<file path="src/drive_link_pkg.sv">
// Purpose: Shared constants, types and helpers for the drive enable and status link.
// Assumes: One system clock of 250 MHz on both ends of the link.
// Notes:   Channel i-1 is axis i (1..7); then main, second and auxiliary spindle.
package drive_link_pkg;

  localparam int AXIS_CHANNELS    = 7;
  localparam int SPINDLE_CHANNELS = 3;
  localparam int CHANNELS         = AXIS_CHANNELS + SPINDLE_CHANNELS;
  localparam int SPINDLE_MAIN_IDX = AXIS_CHANNELS;
  localparam int SPINDLE_2ND_IDX  = AXIS_CHANNELS + 1;
  localparam int SPINDLE_AUX_IDX  = AXIS_CHANNELS + 2;

  // A frame is a start bit, two bits per channel, an even parity bit and a stop bit.
  localparam int DATA_BITS  = 2 * CHANNELS;
  localparam int FRAME_BITS = DATA_BITS + 1;

  localparam int CLK_PERIOD_NS       = 4;
  localparam int BIT_TIME_NS         = 16;
  localparam int BIT_CYCLES          = (BIT_TIME_NS + CLK_PERIOD_NS - 1) / CLK_PERIOD_NS;
  localparam int FRAME_PERIOD_NS     = 2000;
  localparam int FRAME_PERIOD_CYCLES = FRAME_PERIOD_NS / CLK_PERIOD_NS;

  localparam logic [7:0]  BIT_LAST    = 8'(BIT_CYCLES - 1);
  localparam logic [7:0]  HALF_BIT    = 8'(BIT_CYCLES / 2 - 1);
  localparam logic [4:0]  IDX_LAST    = 5'(FRAME_BITS - 1);
  localparam logic [4:0]  TX_BITS     = 5'(FRAME_BITS + 2);
  localparam logic [15:0] PERIOD_LAST = 16'(FRAME_PERIOD_CYCLES - 1);

  // Status codes written as {state_bit_first, state_bit_second}.
  localparam logic [1:0] ST_NOT_READY = 2'h0;
  localparam logic [1:0] ST_BUS_READY = 2'h1;
  localparam logic [1:0] ST_ACCEPT    = 2'h2;
  localparam logic [1:0] ST_RUNNING   = 2'h3;

  localparam logic [7:0] ADDR_SPEED_REQ  = 8'h00;
  localparam logic [7:0] ADDR_POWER_REQ  = 8'h04;
  localparam logic [7:0] ADDR_STATE_1ST  = 8'h08;
  localparam logic [7:0] ADDR_STATE_2ND  = 8'h0c;
  localparam logic [7:0] ADDR_LINK_CTRL  = 8'h10;
  localparam logic [7:0] ADDR_LINK_STAT  = 8'h14;
  localparam int         CTRL_RUN_BIT    = 0;
  localparam int         STAT_ERR_BIT    = 16;
  localparam int         STAT_MISS_BIT   = 17;

  typedef enum logic [3:0] {
    RX_IDLE  = 4'h1,
    RX_START = 4'h2,
    RX_DATA  = 4'h4,
    RX_STOP  = 4'h8
  } rx_state_t;

  function automatic logic [DATA_BITS-1:0] pack_pairs(input logic [CHANNELS-1:0] lo,
                                                      input logic [CHANNELS-1:0] hi);
    logic [DATA_BITS-1:0] r;
    r = '0;
    for (int i = 0; i < CHANNELS; i++) begin
      r[2*i]   = lo[i];
      r[2*i+1] = hi[i];
    end
    return r;
  endfunction

  function automatic logic [CHANNELS-1:0] pair_lo(input logic [DATA_BITS-1:0] d);
    logic [CHANNELS-1:0] r;
    r = '0;
    for (int i = 0; i < CHANNELS; i++) begin
      r[i] = d[2*i];
    end
    return r;
  endfunction

  function automatic logic [CHANNELS-1:0] pair_hi(input logic [DATA_BITS-1:0] d);
    logic [CHANNELS-1:0] r;
    r = '0;
    for (int i = 0; i < CHANNELS; i++) begin
      r[i] = d[2*i+1];
    end
    return r;
  endfunction

  function automatic logic [1:0] drive_state(input logic ready, input logic bus,
                                             input logic spd, input logic drv);
    if (!ready) begin
      return ST_NOT_READY;
    end else if (!bus) begin
      return ST_BUS_READY;
    end else if (spd && drv) begin
      return ST_RUNNING;
    end
    return ST_ACCEPT;
  endfunction

endpackage

</file>
<file path="src/drive_link_if.sv">
// Purpose: Serial fieldbus lines between the controller end and the drive end.
// Assumes: Both ends run on the same system clock; lines idle high.
// Notes:   Each line has exactly one driver, the modport that outputs it.
`timescale 1ns/1ps
interface drive_link_if;
  logic cmd_line;
  logic reply_line;
  modport controller (output cmd_line, input reply_line);
  modport drive (input cmd_line, output reply_line);
endinterface

</file>
<file path="src/drive_end.sv">
// Purpose: Drive end: takes enable requests off the link and reports status.
// Assumes: Enable and status pins are asynchronous; the link shares clk_sys_in.
// Notes:   Hardwired enables act at once; reported status moves per frame.
//
// What this block does
// - Speed request and pins low: zero velocity.
// - Speed request high enables velocity command.
// - Drive request and pin low: no torque.
// - Speed function is request OR pin.
// - Modular drives also OR supply speed enable.
// - Drive function is request OR pin.
// - Integrator keeps hardwired drive enable path.
// - Requests travel over the serial fieldbus.
// - Seven axis plus three spindle request pairs.
// - Two status bits per channel reported.
// - Code 00: not ready, no mains.
// - Code 01: ready for bus power.
// - Code 10: accepts enables, controller enables.
// - Code 11: both functions active, motor follows.
// - Axis channels follow axis-letter order.
// - Spindle channels: main, second, auxiliary.
`timescale 1ns/1ps
module drive_end #(
  parameter bit MODULAR_DRIVE = 1'b1
) (
  input  wire logic                                 clk_sys_in,
  input  wire logic                                 rst_in,
  drive_link_if.drive                               link,
  input  wire logic [drive_link_pkg::CHANNELS-1:0] velocity_enable_pin_in,
  input  wire logic [drive_link_pkg::CHANNELS-1:0] power_stage_enable_pin_in,
  input  wire logic                                 supply_velocity_enable_pin_in,
  input  wire logic [drive_link_pkg::CHANNELS-1:0] logic_ready_pin_in,
  input  wire logic [drive_link_pkg::CHANNELS-1:0] bus_power_pin_in,
  output logic      [drive_link_pkg::CHANNELS-1:0] velocity_command_enable_out,
  output logic      [drive_link_pkg::CHANNELS-1:0] torque_enable_out,
  output logic      [drive_link_pkg::CHANNELS-1:0] state_bit_first_out,
  output logic      [drive_link_pkg::CHANNELS-1:0] state_bit_second_out,
  output logic                                      link_fault_out
);
  import drive_link_pkg::*;

  localparam int PIN_W = 4 * CHANNELS + 1;

  logic [PIN_W-1:0]      pin_meta_q;
  logic [PIN_W-1:0]      pin_sync_q;
  wire  [PIN_W-1:0]      pin_raw;
  wire  [CHANNELS-1:0]   vel_pin_s;
  wire  [CHANNELS-1:0]   pwr_pin_s;
  wire  [CHANNELS-1:0]   ready_s;
  wire  [CHANNELS-1:0]   bus_s;
  wire                   supply_s;

  // Pins pass two flip-flops; only the second one is read by any logic.
  assign pin_raw = {supply_velocity_enable_pin_in, bus_power_pin_in, logic_ready_pin_in,
                    power_stage_enable_pin_in, velocity_enable_pin_in};
  assign vel_pin_s = pin_sync_q[CHANNELS-1:0];
  assign pwr_pin_s = pin_sync_q[2*CHANNELS-1:CHANNELS];
  assign ready_s   = pin_sync_q[3*CHANNELS-1:2*CHANNELS];
  assign bus_s     = pin_sync_q[4*CHANNELS-1:3*CHANNELS];
  assign supply_s  = pin_sync_q[4*CHANNELS];

  always_ff @(posedge clk_sys_in or posedge rst_in) begin
    if (rst_in) begin
      pin_meta_q <= '0;
      pin_sync_q <= '0;
    end else begin
      pin_meta_q <= pin_raw;
      pin_sync_q <= pin_meta_q;
    end
  end

  // Receiver for command frames.
  rx_state_t             rx_q;
  logic [7:0]            rx_tick_q;
  logic [4:0]            rx_idx_q;
  logic [FRAME_BITS-1:0] rx_sh_q;
  logic                  rx_good_q;
  logic                  rx_bad_q;
  wire                   cmd_bit;
  wire                   rx_tick_done;
  wire                   parity_ok;

  assign cmd_bit      = link.cmd_line;
  assign rx_tick_done = rx_tick_q == 8'h00;
  assign parity_ok    = ~(^rx_sh_q);

  always_ff @(posedge clk_sys_in or posedge rst_in) begin
    if (rst_in) begin
      rx_q      <= RX_IDLE;
      rx_tick_q <= 8'h00;
      rx_idx_q  <= 5'h00;
      rx_sh_q   <= '0;
      rx_good_q <= 1'b0;
      rx_bad_q  <= 1'b0;
    end else begin
      rx_good_q <= 1'b0;
      rx_bad_q  <= 1'b0;
      case (rx_q)
        RX_IDLE: begin
          if (!cmd_bit) begin
            rx_q      <= RX_START;
            rx_tick_q <= HALF_BIT;
          end
        end
        RX_START: begin
          if (!rx_tick_done) begin
            rx_tick_q <= rx_tick_q - 8'h01;
          end else if (!cmd_bit) begin
            rx_q      <= RX_DATA;
            rx_tick_q <= BIT_LAST;
            rx_idx_q  <= 5'h00;
          end else begin
            rx_q <= RX_IDLE;
          end
        end
        RX_DATA: begin
          if (!rx_tick_done) begin
            rx_tick_q <= rx_tick_q - 8'h01;
          end else begin
            rx_sh_q   <= {cmd_bit, rx_sh_q[FRAME_BITS-1:1]};
            rx_tick_q <= BIT_LAST;
            rx_idx_q  <= rx_idx_q + 5'h01;
            if (rx_idx_q == IDX_LAST) begin
              rx_q <= RX_STOP;
            end
          end
        end
        RX_STOP: begin
          if (!rx_tick_done) begin
            rx_tick_q <= rx_tick_q - 8'h01;
          end else begin
            rx_q      <= RX_IDLE;
            rx_good_q <= cmd_bit & parity_ok;
            rx_bad_q  <= ~(cmd_bit & parity_ok);
          end
        end
        default: begin
          rx_q <= RX_IDLE;
        end
      endcase
    end
  end

  // Requests held from the last good frame; a damaged frame leaves them as they were.
  logic [CHANNELS-1:0] speed_req_q;
  logic [CHANNELS-1:0] power_req_q;
  logic                reply_load_q;
  logic                link_fault_q;

  always_ff @(posedge clk_sys_in or posedge rst_in) begin
    if (rst_in) begin
      speed_req_q  <= '0;
      power_req_q  <= '0;
      reply_load_q <= 1'b0;
      link_fault_q <= 1'b0;
    end else begin
      reply_load_q <= rx_good_q;
      if (rx_good_q) begin
        speed_req_q  <= pair_lo(rx_sh_q[DATA_BITS-1:0]);
        power_req_q  <= pair_hi(rx_sh_q[DATA_BITS-1:0]);
        link_fault_q <= 1'b0;
      end else if (rx_bad_q) begin
        link_fault_q <= 1'b1;
      end
    end
  end

  wire [CHANNELS-1:0] speed_fn;
  wire [CHANNELS-1:0] drive_fn;
  wire [CHANNELS-1:0] velocity_d;
  wire [CHANNELS-1:0] torque_d;

  // The bus request only adds to the hardwired paths; it never masks them.
  assign speed_fn = speed_req_q | vel_pin_s
                  | {CHANNELS{MODULAR_DRIVE & supply_s}};
  assign drive_fn = power_req_q | pwr_pin_s;
  assign velocity_d = speed_fn & ready_s;
  assign torque_d   = drive_fn & ready_s & bus_s;

  logic [CHANNELS-1:0] first_d;
  logic [CHANNELS-1:0] second_d;

  always_comb begin
    first_d  = '0;
    second_d = '0;
    for (int i = 0; i < CHANNELS; i++) begin
      // Codes 00, 01, 10 and 11 in order of readiness.
      {first_d[i], second_d[i]} = drive_state(ready_s[i], bus_s[i],
                                              speed_fn[i], drive_fn[i]);
    end
  end

  logic [CHANNELS-1:0] velocity_q;
  logic [CHANNELS-1:0] torque_q;
  logic [CHANNELS-1:0] first_q;
  logic [CHANNELS-1:0] second_q;

  always_ff @(posedge clk_sys_in or posedge rst_in) begin
    if (rst_in) begin
      velocity_q <= '0;
      torque_q   <= '0;
      first_q    <= '0;
      second_q   <= '0;
    end else begin
      velocity_q <= velocity_d;
      torque_q   <= torque_d;
      // Status is taken once per frame, after the new requests have landed.
      if (reply_load_q) begin
        first_q  <= first_d;
        second_q <= second_d;
      end
    end
  end

  // Reply transmitter; the line is the low bit of the shifter, all ones when idle.
  logic [FRAME_BITS+1:0] tx_sh_q;
  logic [4:0]            tx_left_q;
  logic [7:0]            tx_tick_q;
  wire  [DATA_BITS-1:0]  reply_data;

  assign reply_data = pack_pairs(first_d, second_d);

  always_ff @(posedge clk_sys_in or posedge rst_in) begin
    if (rst_in) begin
      tx_sh_q   <= '1;
      tx_left_q <= 5'h00;
      tx_tick_q <= 8'h00;
    end else if (reply_load_q) begin
      tx_sh_q   <= {1'b1, ^reply_data, reply_data, 1'b0};
      tx_left_q <= TX_BITS;
      tx_tick_q <= BIT_LAST;
    end else if (tx_left_q != 5'h00) begin
      if (tx_tick_q == 8'h00) begin
        tx_sh_q   <= {1'b1, tx_sh_q[FRAME_BITS+1:1]};
        tx_left_q <= tx_left_q - 5'h01;
        tx_tick_q <= BIT_LAST;
      end else begin
        tx_tick_q <= tx_tick_q - 8'h01;
      end
    end
  end

  assign link.reply_line             = tx_sh_q[0];
  assign velocity_command_enable_out = velocity_q;
  assign torque_enable_out           = torque_q;
  assign state_bit_first_out         = first_q;
  assign state_bit_second_out        = second_q;
  assign link_fault_out              = link_fault_q;

endmodule

</file>
<file path="src/flat_wrapper.sv">
// flat-port wrapper written by rule: the top's interface ports become plain ports
module drive_end_flat import drive_link_pkg::*;
#(
  parameter bit MODULAR_DRIVE = 1'b1
)
  (clk_sys_in, rst_in, velocity_enable_pin_in, power_stage_enable_pin_in, supply_velocity_enable_pin_in, logic_ready_pin_in, bus_power_pin_in, velocity_command_enable_out, torque_enable_out, state_bit_first_out, state_bit_second_out, link_fault_out, link_cmd_line, link_reply_line);
  drive_link_if link_i ();
  input  wire logic clk_sys_in;
  input  wire logic rst_in;
  input  wire logic [drive_link_pkg::CHANNELS-1:0] velocity_enable_pin_in;
  input  wire logic [drive_link_pkg::CHANNELS-1:0] power_stage_enable_pin_in;
  input  wire logic supply_velocity_enable_pin_in;
  input  wire logic [drive_link_pkg::CHANNELS-1:0] logic_ready_pin_in;
  input  wire logic [drive_link_pkg::CHANNELS-1:0] bus_power_pin_in;
  output logic      [drive_link_pkg::CHANNELS-1:0] velocity_command_enable_out;
  output logic      [drive_link_pkg::CHANNELS-1:0] torque_enable_out;
  output logic      [drive_link_pkg::CHANNELS-1:0] state_bit_first_out;
  output logic      [drive_link_pkg::CHANNELS-1:0] state_bit_second_out;
  output logic link_fault_out;
  input wire logic [$bits(link_i.cmd_line)-1:0] link_cmd_line;
  output wire logic [$bits(link_i.reply_line)-1:0] link_reply_line;
  assign link_i.cmd_line = link_cmd_line;
  assign link_reply_line = link_i.reply_line;
  drive_end #(.MODULAR_DRIVE(MODULAR_DRIVE)) u_core (.clk_sys_in(clk_sys_in), .rst_in(rst_in), .link(link_i), .velocity_enable_pin_in(velocity_enable_pin_in), .power_stage_enable_pin_in(power_stage_enable_pin_in), .supply_velocity_enable_pin_in(supply_velocity_enable_pin_in), .logic_ready_pin_in(logic_ready_pin_in), .bus_power_pin_in(bus_power_pin_in), .velocity_command_enable_out(velocity_command_enable_out), .torque_enable_out(torque_enable_out), .state_bit_first_out(state_bit_first_out), .state_bit_second_out(state_bit_second_out), .link_fault_out(link_fault_out));
endmodule
</file>
<file path="config.mk">
export PLATFORM = sky130hd
export DESIGN_NAME = drive_end_flat
export DESIGN_NICKNAME = d
export VERILOG_FILES = /design/src/drive_link_pkg.sv /design/src/drive_link_if.sv /design/src/drive_end.sv /design/src/flat_wrapper.sv
export SDC_FILE = /design/constraint.sdc
export NUM_CORES = 1
export LEC_CHECK = 0
export BUFFER_PORTS_ARGS = -buffer_cell sky130_fd_sc_hd__buf_2
export CORE_MARGIN = 1.5
export CORE_UTILIZATION = 50
export DETAILED_ROUTE_END_ITERATION = 7
export GPL_TIMING_DRIVEN = 0
export PLACE_DENSITY = 0.8
export SLEW_MARGIN = 20
export SYNTH_ARGS = -nofsm -noshare
export SYNTH_HDL_FRONTEND = slang
export SYNTH_SLANG_ARGS = --single-unit
export TNS_END_PERCENT = 50
</file>
<file path="constraint.sdc">
create_clock -name clk_sys_in -period 17.6 [get_ports clk_sys_in]
set_input_delay 4.4 -clock clk_sys_in [delete_from_list [all_inputs] [get_ports clk_sys_in]]
set_output_delay 4.4 -clock clk_sys_in [all_outputs]
set_load 0.01 [all_outputs]
</file>
==> results.ini, run 1 <==
[worst_setup_path]
cp_slowest_stage_delay_ns = 0.47
cp_slowest_cell = a2111oi_2
cp-end-kind = flop
crit_chain = buf_2, or3b_1, a21oi_1, o21bai_1, a2111oi_2, xnor2_1, nor2_1
start_kind = input pin
worstPathArrival_ns = 6.02
crit_type = in2reg
worst_ep_required_time_ns = 17.97
r2r_cells = 9
cp_max_fo = 7

[logic_synthesis]
synth_compound_area_frac = 0.08887
syn_inst = 669
synthXorXnorAreaFrac = 0.04800
synthArstFlopShare = 1.000
ys_seq_area_frac = 0.6543
synth_top_area_share = 0.5826
yosysTopAreaCell = dfrtp_1
avgSynthCellArea_sq_um = 12.58
synth_seq_cells = 219
synthSimpleGateAreaFrac = 0.1025
synth_edf_count = 0
synth_commonest_cells = 196 x dfrtp_1, 51 x nand2_1, 46 x nor2_1
yosysWarningCount = 0
post-synth-top-count-cell = dfrtp_1
synth_mux_area_frac = 0.06717
synth_top_family_by_area = simple AND/OR/NAND/NOR gates
synth-adder-area-share = 0.01040
synth_area_leaders = dfrtp_1 58%, dfstp_2 7.2%, mux2_2 5.9%
syn_area_sq_um = 8419
synthFlopType = dfrtp_1
synth_nets = 720
netlist-cell-type-count = 55

[global_route]
first_global_vias = 5436
met2_usage = 0.3426
grt_remaining_overflow = 0
met3_usage = 0.03180
antenna_found_initial = 0
grt_pass1_wl_um = 28190
track_usage = 0.2018
grt_max_degree = 86
use_met1 = 0.2671
grt-busiest-layer = met2

[timing]
whs_ns = 0.3467
slew_headroom = 0.4263
worst_slack_ns = 11.95
period_minus_slack_ns = 5.646
worst_slew_pin_slew_ns = 0.8606
setup_viol = 0
setup_tns_ns = 0
final-hold-violation-count = 0
drv_slew = 0
clock.fmax_mhz = 177.1
fin_skew_ns = 0.01158
rsz0062_at_grt = false
post-route-period-util = 0.3208

[route]
drc = 0
initialDrtViolationCount = 411
wl_per_cell_um = 16.93
drt-pass1-iter-count = 5
finalWirelength_um = 17180
vias = 5375
viasPerCell = 5.296
ant_nets = 0

[final_layout]
n_antenna_cell = 0
finalInstanceArea_sq_um = 9970
finish.utilization = 0.6033
nets = 831
drive_above_1_share = 0.2667
syn_to_final_growth_pct = 18.41
n_fill_cell = 1247

[die]
die_w_um = 132.8
start_util = 0.5095
chipHeight_um = 132.8
die_area_sq_um = 17630
rows = 47
io_pins = 86
coreArea_sq_um = 16520

[hold_path]
hp-class = reg2reg
min_path_cells = 0

[pwr]
ir_drop_uv = 56.85
pwr_density_cell_nw_per_um2 = 105.9
leakage_nw = 4.669

[place]
port_buffers = 85
dpl.hpwl_um = 11260
dpl_cell_area_sq_um = 9183
pre_cts_ws_ns = 11.44
finalWeightedCongestion = 0.8179

[clock_tree]
cts_buffers = 22
cts_sinks = 219
ctsHoldBuffers = 0
ctsResizeCount = 0
path_clk_slew_ns = 0.06
insertion_delay_ns = 0.50
clockBufferDepth = 3
cts_setup_buffers = 0
h-tree-depth = 1
cts_root_buf = clkbuf_16
cts_tree = done

[job]
maxCapViolations = 0

[outcome]
status = finished clean

==> routing by layer <==
metal / vias up / share of wire
met2: 143 / 0.50
met1: 2681 / 0.44
met5: - / 0
li1: 2513 / -
met3: 38 / 0.044
met4: 0 / 0.025
==> critical path, delay by kind of cell <==
kind	cells	cell delay (ns)
AOI/OAI and AO/OA	3	0.86
xor gates and xnor gates	1	0.16
buffers and inverters	1	0.14
and+or+nand+nor	2	0.45
==> power by group <==
group          internal (mW)  total (mW)  switching [mW]
Clock                  0.308       0.498           0.190
Sequential             0.516       0.522         0.00642
Combinational         0.0132      0.0353          0.0221
Total                  0.836        1.06           0.219
==> kinds of logic after synthesis <==
kind of cell,count (synthesis)
AO/OA/AOI/OAI,118
XOR/XNOR,43
adder cells (fa/ha/maj),7
buffers and inverters,58
flip-flops,219
multiplexers,51
AND/OR/NAND/NOR,173
==> layout by cell type (no fill, tap or decap), drive strengths merged, types with 15 or more instances in the layout <==
cell,synthesis,final
a22oi,18,18
o21ai,38,38
dfrtp,196,196
nand2,51,51
inv,29,30
mux2,44,44
xnor2,36,36
clkbuf,20,51
nor2,46,46
dfstp,23,23
nand3,15,15
nor3,21,21
a21oi,29,29
buf,9,96
==> worst paths after layout <==
kind / from / to / slack (ns)
worst max-delay path: link_cmd_line / u_core.rx_tick_q[7] / 11.95
worst min-delay path: u_core.pin_meta_q[5] / u_core.pin_sync_q[5] / 0.35
worst max register to register: u_core.tx_tick_q[0] / u_core.tx_sh_q[7] / 15.02
worst min register to register: u_core.pin_meta_q[5] / u_core.pin_sync_q[5] / 0.35
max in group asynchronous: rst_in / u_core.tx_sh_q[16] / 12.88
min in group asynchronous: rst_in / u_core.rx_q[3] / 3.94
==> sequential cells by signal, summed over array words and instances (netlist names), 8 cells and up <==
register	flops
u_core.velocity_command_enable_out	10
u_core.pin_meta_q	41
u_core.tx_sh_q	22
u_core.state_bit_second_out	10
u_core.torque_enable_out	10
u_core.rx_sh_q	21
u_core.power_req_q	10
u_core.state_bit_first_out	10
u_core.speed_req_q	10
u_core.tx_tick_q	8
u_core.pin_sync_q	41
u_core.rx_tick_q	8
==> final cells by class <==
cell class	count	area [sq um]	share of cell area
tap	220	275.3	0.02761
buffer	29	132.6	0.01330
timing repair buffer	87	480.5	0.04819
multi-input combinational	392	2669	0.2677
clock buffer	31	665.6	0.06677
clock inverter	8	121.4	0.01217
inverter	29	116.4	0.01167
sequential	219	5509	0.5526
==> per-stage QoR <==
stage                     power (mW)  instances
after floorplan               0.5490        669
after global placement        0.5636        974
after detailed placement      0.5662        976
after CTS                      1.064       1015
after global routing           1.089       1015
final                          1.055       1015
Power figures use the tool's default switching activity.
==> run 2: changes to the inputs <==
- clock period: 17.6 -> 5.7 ns (I/O delays scaled with it)
==> run 2 against run 1 <==
Against the previous run:
- sequential share of layout area decreased by 0.32 points
- utilization increased by 0.36 points
- routed wire length decreased by 0.15%
- flip-flop and latch count unchanged
- first-iteration DRC count decreased by 12%
- final area increased by 0.59%
- clock power increased to 3.0 times the previous value
- die area unchanged
- combinational power increased to 3.3 times the previous value
- sequential power increased to 3.1 times the previous value
- register-to-register slack got worse by 12 ns
- setup slack got worse by 8.9 ns
- largest power group unchanged
==> results.ini, run 2 (same netlist as run 1, synthesis figures left out) <==
[worst_setup_path]
cp-end-kind = flop
rrSetupSlack_ns = 3.15
cp_max_fo = 7
worstPathArrival_ns = 3.02
start_kind = input pin
crit_type = in2reg
timing.rr.start = u_core.rx_q[3]
r2r_cells = 7
reg2reg_to = u_core.rx_sh_q[12]
worst_ep_required_time_ns = 6.06

[global_route]
antenna_found_initial = 0
track_usage = 0.2019
grt_remaining_overflow = 0
first_global_vias = 5437
grt_pass1_wl_um = 28100
grt_max_degree = 37

[pwr]
comb_power_share = 0.036
pwr_density_cell_nw_per_um2 = 319.5
ir_drop_uv = 232.1
p_sw_frac = 0.2085
p_int_mw = 2.536
power_frac_seq = 0.503
clkPwrFrac = 0.461
power_switching_mw = 0.6680
leakage_nw = 4.680

[final_layout]
reg.largest.list = u_core.pin_meta_q x41, u_core.pin_sync_q x41, u_core.tx_sh_q x22
drive_above_1_share = 0.2706
final_cell_mix = 196 x dfrtp_1, 92 x buf_2, 51 x nand2_1
layoutNonFillerInstCount = 1022
syn_to_final_growth_pct = 19.11
nets = 837
n_antenna_cell = 0
multi_input_area_sq_um = 2669
layout_commonest_cell = dfrtp_1
n_fill_cell = 1250
seq_area_sq_um = 5509

[hold_path]
min-delay-start = u_core.pin_meta_q[33]
hold_end = u_core.pin_sync_q[33]
min_path_cells = 0
hp-class = reg2reg

[place]
port_buffers = 85
dpl.hpwl_um = 11660
placed_cells = 981
finalWeightedCongestion = 0.8141

[die]
coreArea_sq_um = 16520
die_w_um = 132.8
io_pins = 86
die_area_sq_um = 17630
start_util = 0.5095
rows = 47
chipHeight_um = 132.8

[clock_tree]
clockBufferDepth = 3
path_clk_slew_ns = 0.06
cts_tree = done
ctsHoldBuffers = 0
ctsResizeCount = 0
cts_root_buf = clkbuf_16
insertion_delay_ns = 0.49
cts_setup_buffers = 0
cts_sinks = 219
h-tree-depth = 1
cts_buffers = 23

[timing]
fin_skew_ns = 0.006632
final-hold-violation-count = 0
drv_slew = 0
setup_viol = 0
worst_slew_pin_slew_ns = 0.8433
rsz0062_at_grt = false
clock.fmax_mhz = 375.2
post-route-period-util = 0.4676
period_minus_slack_ns = 2.665
slew_headroom = 0.4378
setup_tns_ns = 0

[job]
maxCapViolations = 0

[route]
initialDrtViolationCount = 363
viasPerCell = 5.267
ant_nets = 0
finalWirelength_um = 17150
vias = 5383
drt-pass1-iter-count = 5
drc = 0
wl_per_cell_um = 16.78

[outcome]
status = finished clean

==> run 2: cell types whose count changed in the layout (fill, tap and decap cells not counted) <==
cell	before	now
clkbuf_1	22	24
inv_6	1	0
clkinvlp_4	1	5
inv_8	1	0
bufinv_16	3	2
buf_16	2	0
buf_12	0	7
clkbuf_8	6	5
==> run 2: how the worst max path moves through the flow <==
stage               cells after the start  slack (ns)           from               endpoint
finish                                  7        3.03  link_cmd_line    u_core.rx_tick_q[7]
floorplan                               1        1.44         rst_in  u_core.link_fault_out
detailed placement                      7        2.54  link_cmd_line    u_core.rx_tick_q[7]
global placement                        2        0.30         rst_in  u_core.pin_meta_q[24]
CTS                                     7        3.04  link_cmd_line    u_core.rx_tick_q[7]
global route                            7        2.96  link_cmd_line    u_core.rx_tick_q[3]
==> run 2: area by class of cell <==
| type | count | share of cell area |
|---|---|---|
| timing repair buffer | 92 | 0.05639 |
| tap | 220 | 0.02745 |
| clock buffer | 32 | 0.06575 |
| inverter | 29 | 0.01123 |
| buffer | 29 | 0.01323 |
| multi-input combinational | 392 | 0.2661 |
| sequential | 219 | 0.5493 |
| clock inverter | 9 | 0.01048 |
==> run 2: critical path: stages <==
cell	delay [ns]
buf_2	0.14
or3b_1	0.41
a21oi_1	0.17
o21bai_1	0.20
a2111oi_2	0.46
xnor2_1	0.16
nor2_1	0.06
==> run 2: layer usage <==
metal	wire length, um	vias to the layer above	track usage
li1	-	2525	-
met1	7323	2705	0.2706
met2	8711	123	0.3426
met3	764	30	0.03142
met4	354	0	0.06105
met5	0	-	0
==> run 2: power by group through the flow <==
| stage | sequential, mW | combinational [mW] | clock, mW |
|---|---|---|---|
| floorplan | 1.64 | 0.0588 | 0 |
| global placement | 1.64 | 0.102 | 0 |
| detailed placement | 1.64 | 0.115 | 0 |
| CTS | 1.61 | 0.117 | 1.51 |
| global route | 1.61 | 0.129 | 1.57 |
| finish | 1.61 | 0.115 | 1.48 |
==> run 2: metrics by stage <==
| step | utilization | area [sq um] | hold slack, ns | power (mW) | setup WS (ns) |
|---|---|---|---|---|---|
| floorplan | - | 8423 | 0.3312 | 1.696 | 1.440 |
| CTS | 0.6069 | 10030 | 0.3479 | 3.235 | 3.045 |
| global route | 0.6069 | 10030 | 0.3513 | 3.317 | 2.959 |
| detailed placement | 0.5606 | 9264 | 0.3347 | 1.755 | 2.540 |
| global placement | 0.5521 | 9124 | 0.3333 | 1.741 | 0.2973 |
| finish | 0.6069 | 10030 | 0.3430 | 3.204 | 3.035 |
==> run 3: changes to the inputs <==
- PLACE_DENSITY: 0.8 -> 0.83
- clock period: 5.7 -> 2.2 ns (I/O delays scaled with it)
==> run 3 against run 2 <==
Against the previous run:
- utilization is 0.96 points higher
- power grew to 2.6 times the previous value
- critical endpoint is now u_core.tx_sh_q[21]
- global-route usage rose by 0.25 points
- cell count up 0.39%
- register-to-register slack got worse by 3.1 ns
- clock power rose to 2.5 times the previous value
- largest power group unchanged
- largest cell class unchanged
==> results.ini, run 3 (same netlist as run 1, synthesis figures left out) <==
[worst_setup_path]
rrSetupSlack_ns = 0.09
cp_common_cell = xnor2_1
cp-end-kind = flop
start_kind = flop
r2r_cells = 7
crit_type = reg2reg
cp_max_fo = 10
worstPathArrival_ns = 2.53
worst_ep_required_time_ns = 2.62
reg2reg_to = u_core.tx_sh_q[21]
cp_top_family = XOR/XNOR gates
cp_slowest_cell = dfrtp_2
timing.rr.start = u_core.pin_sync_q[40]
crit_chain = buf_4, o32ai_4, o21ai_1, xnor2_1, xnor3_1, xnor2_1, a21oi_1
critPathBufInv = 1
cp_slowest_stage_delay_ns = 0.45

[timing]
fin_skew_ns = 0.02260
period_minus_slack_ns = 2.111
final-hold-violation-count = 0
slew_headroom = 0.4835
worst_slew_pin_slew_ns = 0.7748
setup_viol = 0
post-route-period-util = 0.9597
drv_slew = 0
clock.fmax_mhz = 473.6
rsz0062_at_grt = true

[final_layout]
syn_to_final_growth_pct = 21.00
n_antenna_cell = 0
drive_above_1_share = 0.2928
final_cell_mix = 193 x dfrtp_1, 89 x buf_2, 51 x nand2_1
layout_commonest_cell = dfrtp_1
layoutNonFillerInstCount = 1026
nets = 841
finish.utilization = 0.6165
reg.largest.list = u_core.pin_meta_q x41, u_core.pin_sync_q x41, u_core.tx_sh_q x22
n_fill_cell = 1210

[route]
finalWirelength_um = 17830
drt-pass1-iter-count = 4
wl_per_cell_um = 17.37
initialDrtViolationCount = 452
drc = 0
ant_nets = 0
viasPerCell = 5.382
vias = 5522

[die]
rows = 47
chipHeight_um = 132.8
start_util = 0.5095
die_w_um = 132.8
io_pins = 86
die_area_sq_um = 17630
coreArea_sq_um = 16520

[clock_tree]
cts_sinks = 219
cts_tree = done
cts_root_buf = clkbuf_16
insertion_delay_ns = 0.50
cts_buffers = 22
path_clk_slew_ns = 0.06
clockBufferDepth = 3
h-tree-depth = 1

[place]
dpl.hpwl_um = 11820
port_buffers = 85
placed_cells = 980
finalWeightedCongestion = 0.8294

[outcome]
status = finished clean

[global_route]
first_global_vias = 5598
grt_remaining_overflow = 0
track_usage = 0.2044
grt_max_degree = 37
antenna_found_initial = 0
grt_pass1_wl_um = 28400

[job]
maxCapViolations = 0

[pwr]
ir_drop_uv = 549.7
clkPwrFrac = 0.454
p_sw_frac = 0.2083
pwr_density_cell_nw_per_um2 = 806.9
p_int_mw = 6.508
power_switching_mw = 1.712
comb_power_share = 0.038
power_frac_seq = 0.509
leakage_nw = 4.738

[hold_path]
hp-class = in2async

[run 3: cell types whose count changed in the layout (fill, tap and decap cells not counted), sizes merged]
cell      before  now
clkinv         3    2
clkbuf        52   53
clkinvlp       5    2
buf          101  108
[run 3: area by class of cell]
class | instances | area, sq um | share of cell area
Timing Repair Buffer | 100 | 613.1 | 0.06018
Multi-Input combinational cell | 392 | 2820 | 0.2768
Buffer | 26 | 125.1 | 0.01228
Inverter | 29 | 112.6 | 0.01105
Sequential cell | 219 | 5513 | 0.5411
Tap cell | 220 | 275.3 | 0.02702
Clock buffer | 35 | 650.6 | 0.06387
Clock inverter | 5 | 77.57 | 0.007615
[run 3: worst max-delay path by stage]
stage	start	end	slack, ns	cells after the start
6_report	u_core.pin_sync_q[40]	u_core.tx_sh_q[21]	0.09	7
5_1_grt	u_core.rx_tick_q[1]	u_core.rx_tick_q[3]	-0.008	7
3_3_place_gp	rst_in	u_core.pin_meta_q[4]	-2.33	2
2_1_floorplan	rst_in	u_core.link_fault_out	-1.19	1
4_1_cts	u_core.rx_tick_q[1]	u_core.rx_tick_q[3]	-0.04	8
3_5_place_dp	u_core.rx_q[3]	u_core.rx_sh_q[3]	-0.32	7
[run 3: metal layers]
metal	global-route usage	wire [um]	vias to the layer above	part of all wire
met1	0.2692	7577	2770	0.43
met5	0	0	-	0
met3	0.03563	914	42	0.051
li1	-	-	2524	-
met4	0.07570	457	0	0.026
met2	0.3426	8876	186	0.50
[run 3: power groups by stage]
stage / clock, mW / sequential, mW / combinational [mW]
detailed placement: 0 / 4.25 / 0.302
global route: 3.95 / 4.19 / 0.343
CTS: 3.80 / 4.18 / 0.309
floorplan: 0 / 4.24 / 0.152
global placement: 0 / 4.25 / 0.268
finish: 3.73 / 4.18 / 0.309
[run 3: through the flow]
step	setup TNS [ns]	setup slack (ns)	hold slack (ns)	area, sq um	power [mW]
detailed placement	-10.56	-0.3240	0.3347	9244	4.549
global route	-0.01490	-0.008251	0.1381	10190	8.483
floorplan	-242.76	-1.185	0.3312	8423	4.394
global placement	-489.52	-2.326	0.3326	9124	4.514
CTS	-0.07610	-0.03840	0.1283	10070	8.284
finish	0	0.08863	0.1260	10190	8.221
[run 3: what timing repair did]
action                     in CTS  in global routing
pin swaps                       1                  8
gates resized for setup        17                 23
setup buffers                   3                  6
hold buffers                    0                  0
cloned                          0                  0
setup endpoints to repair      57                 54
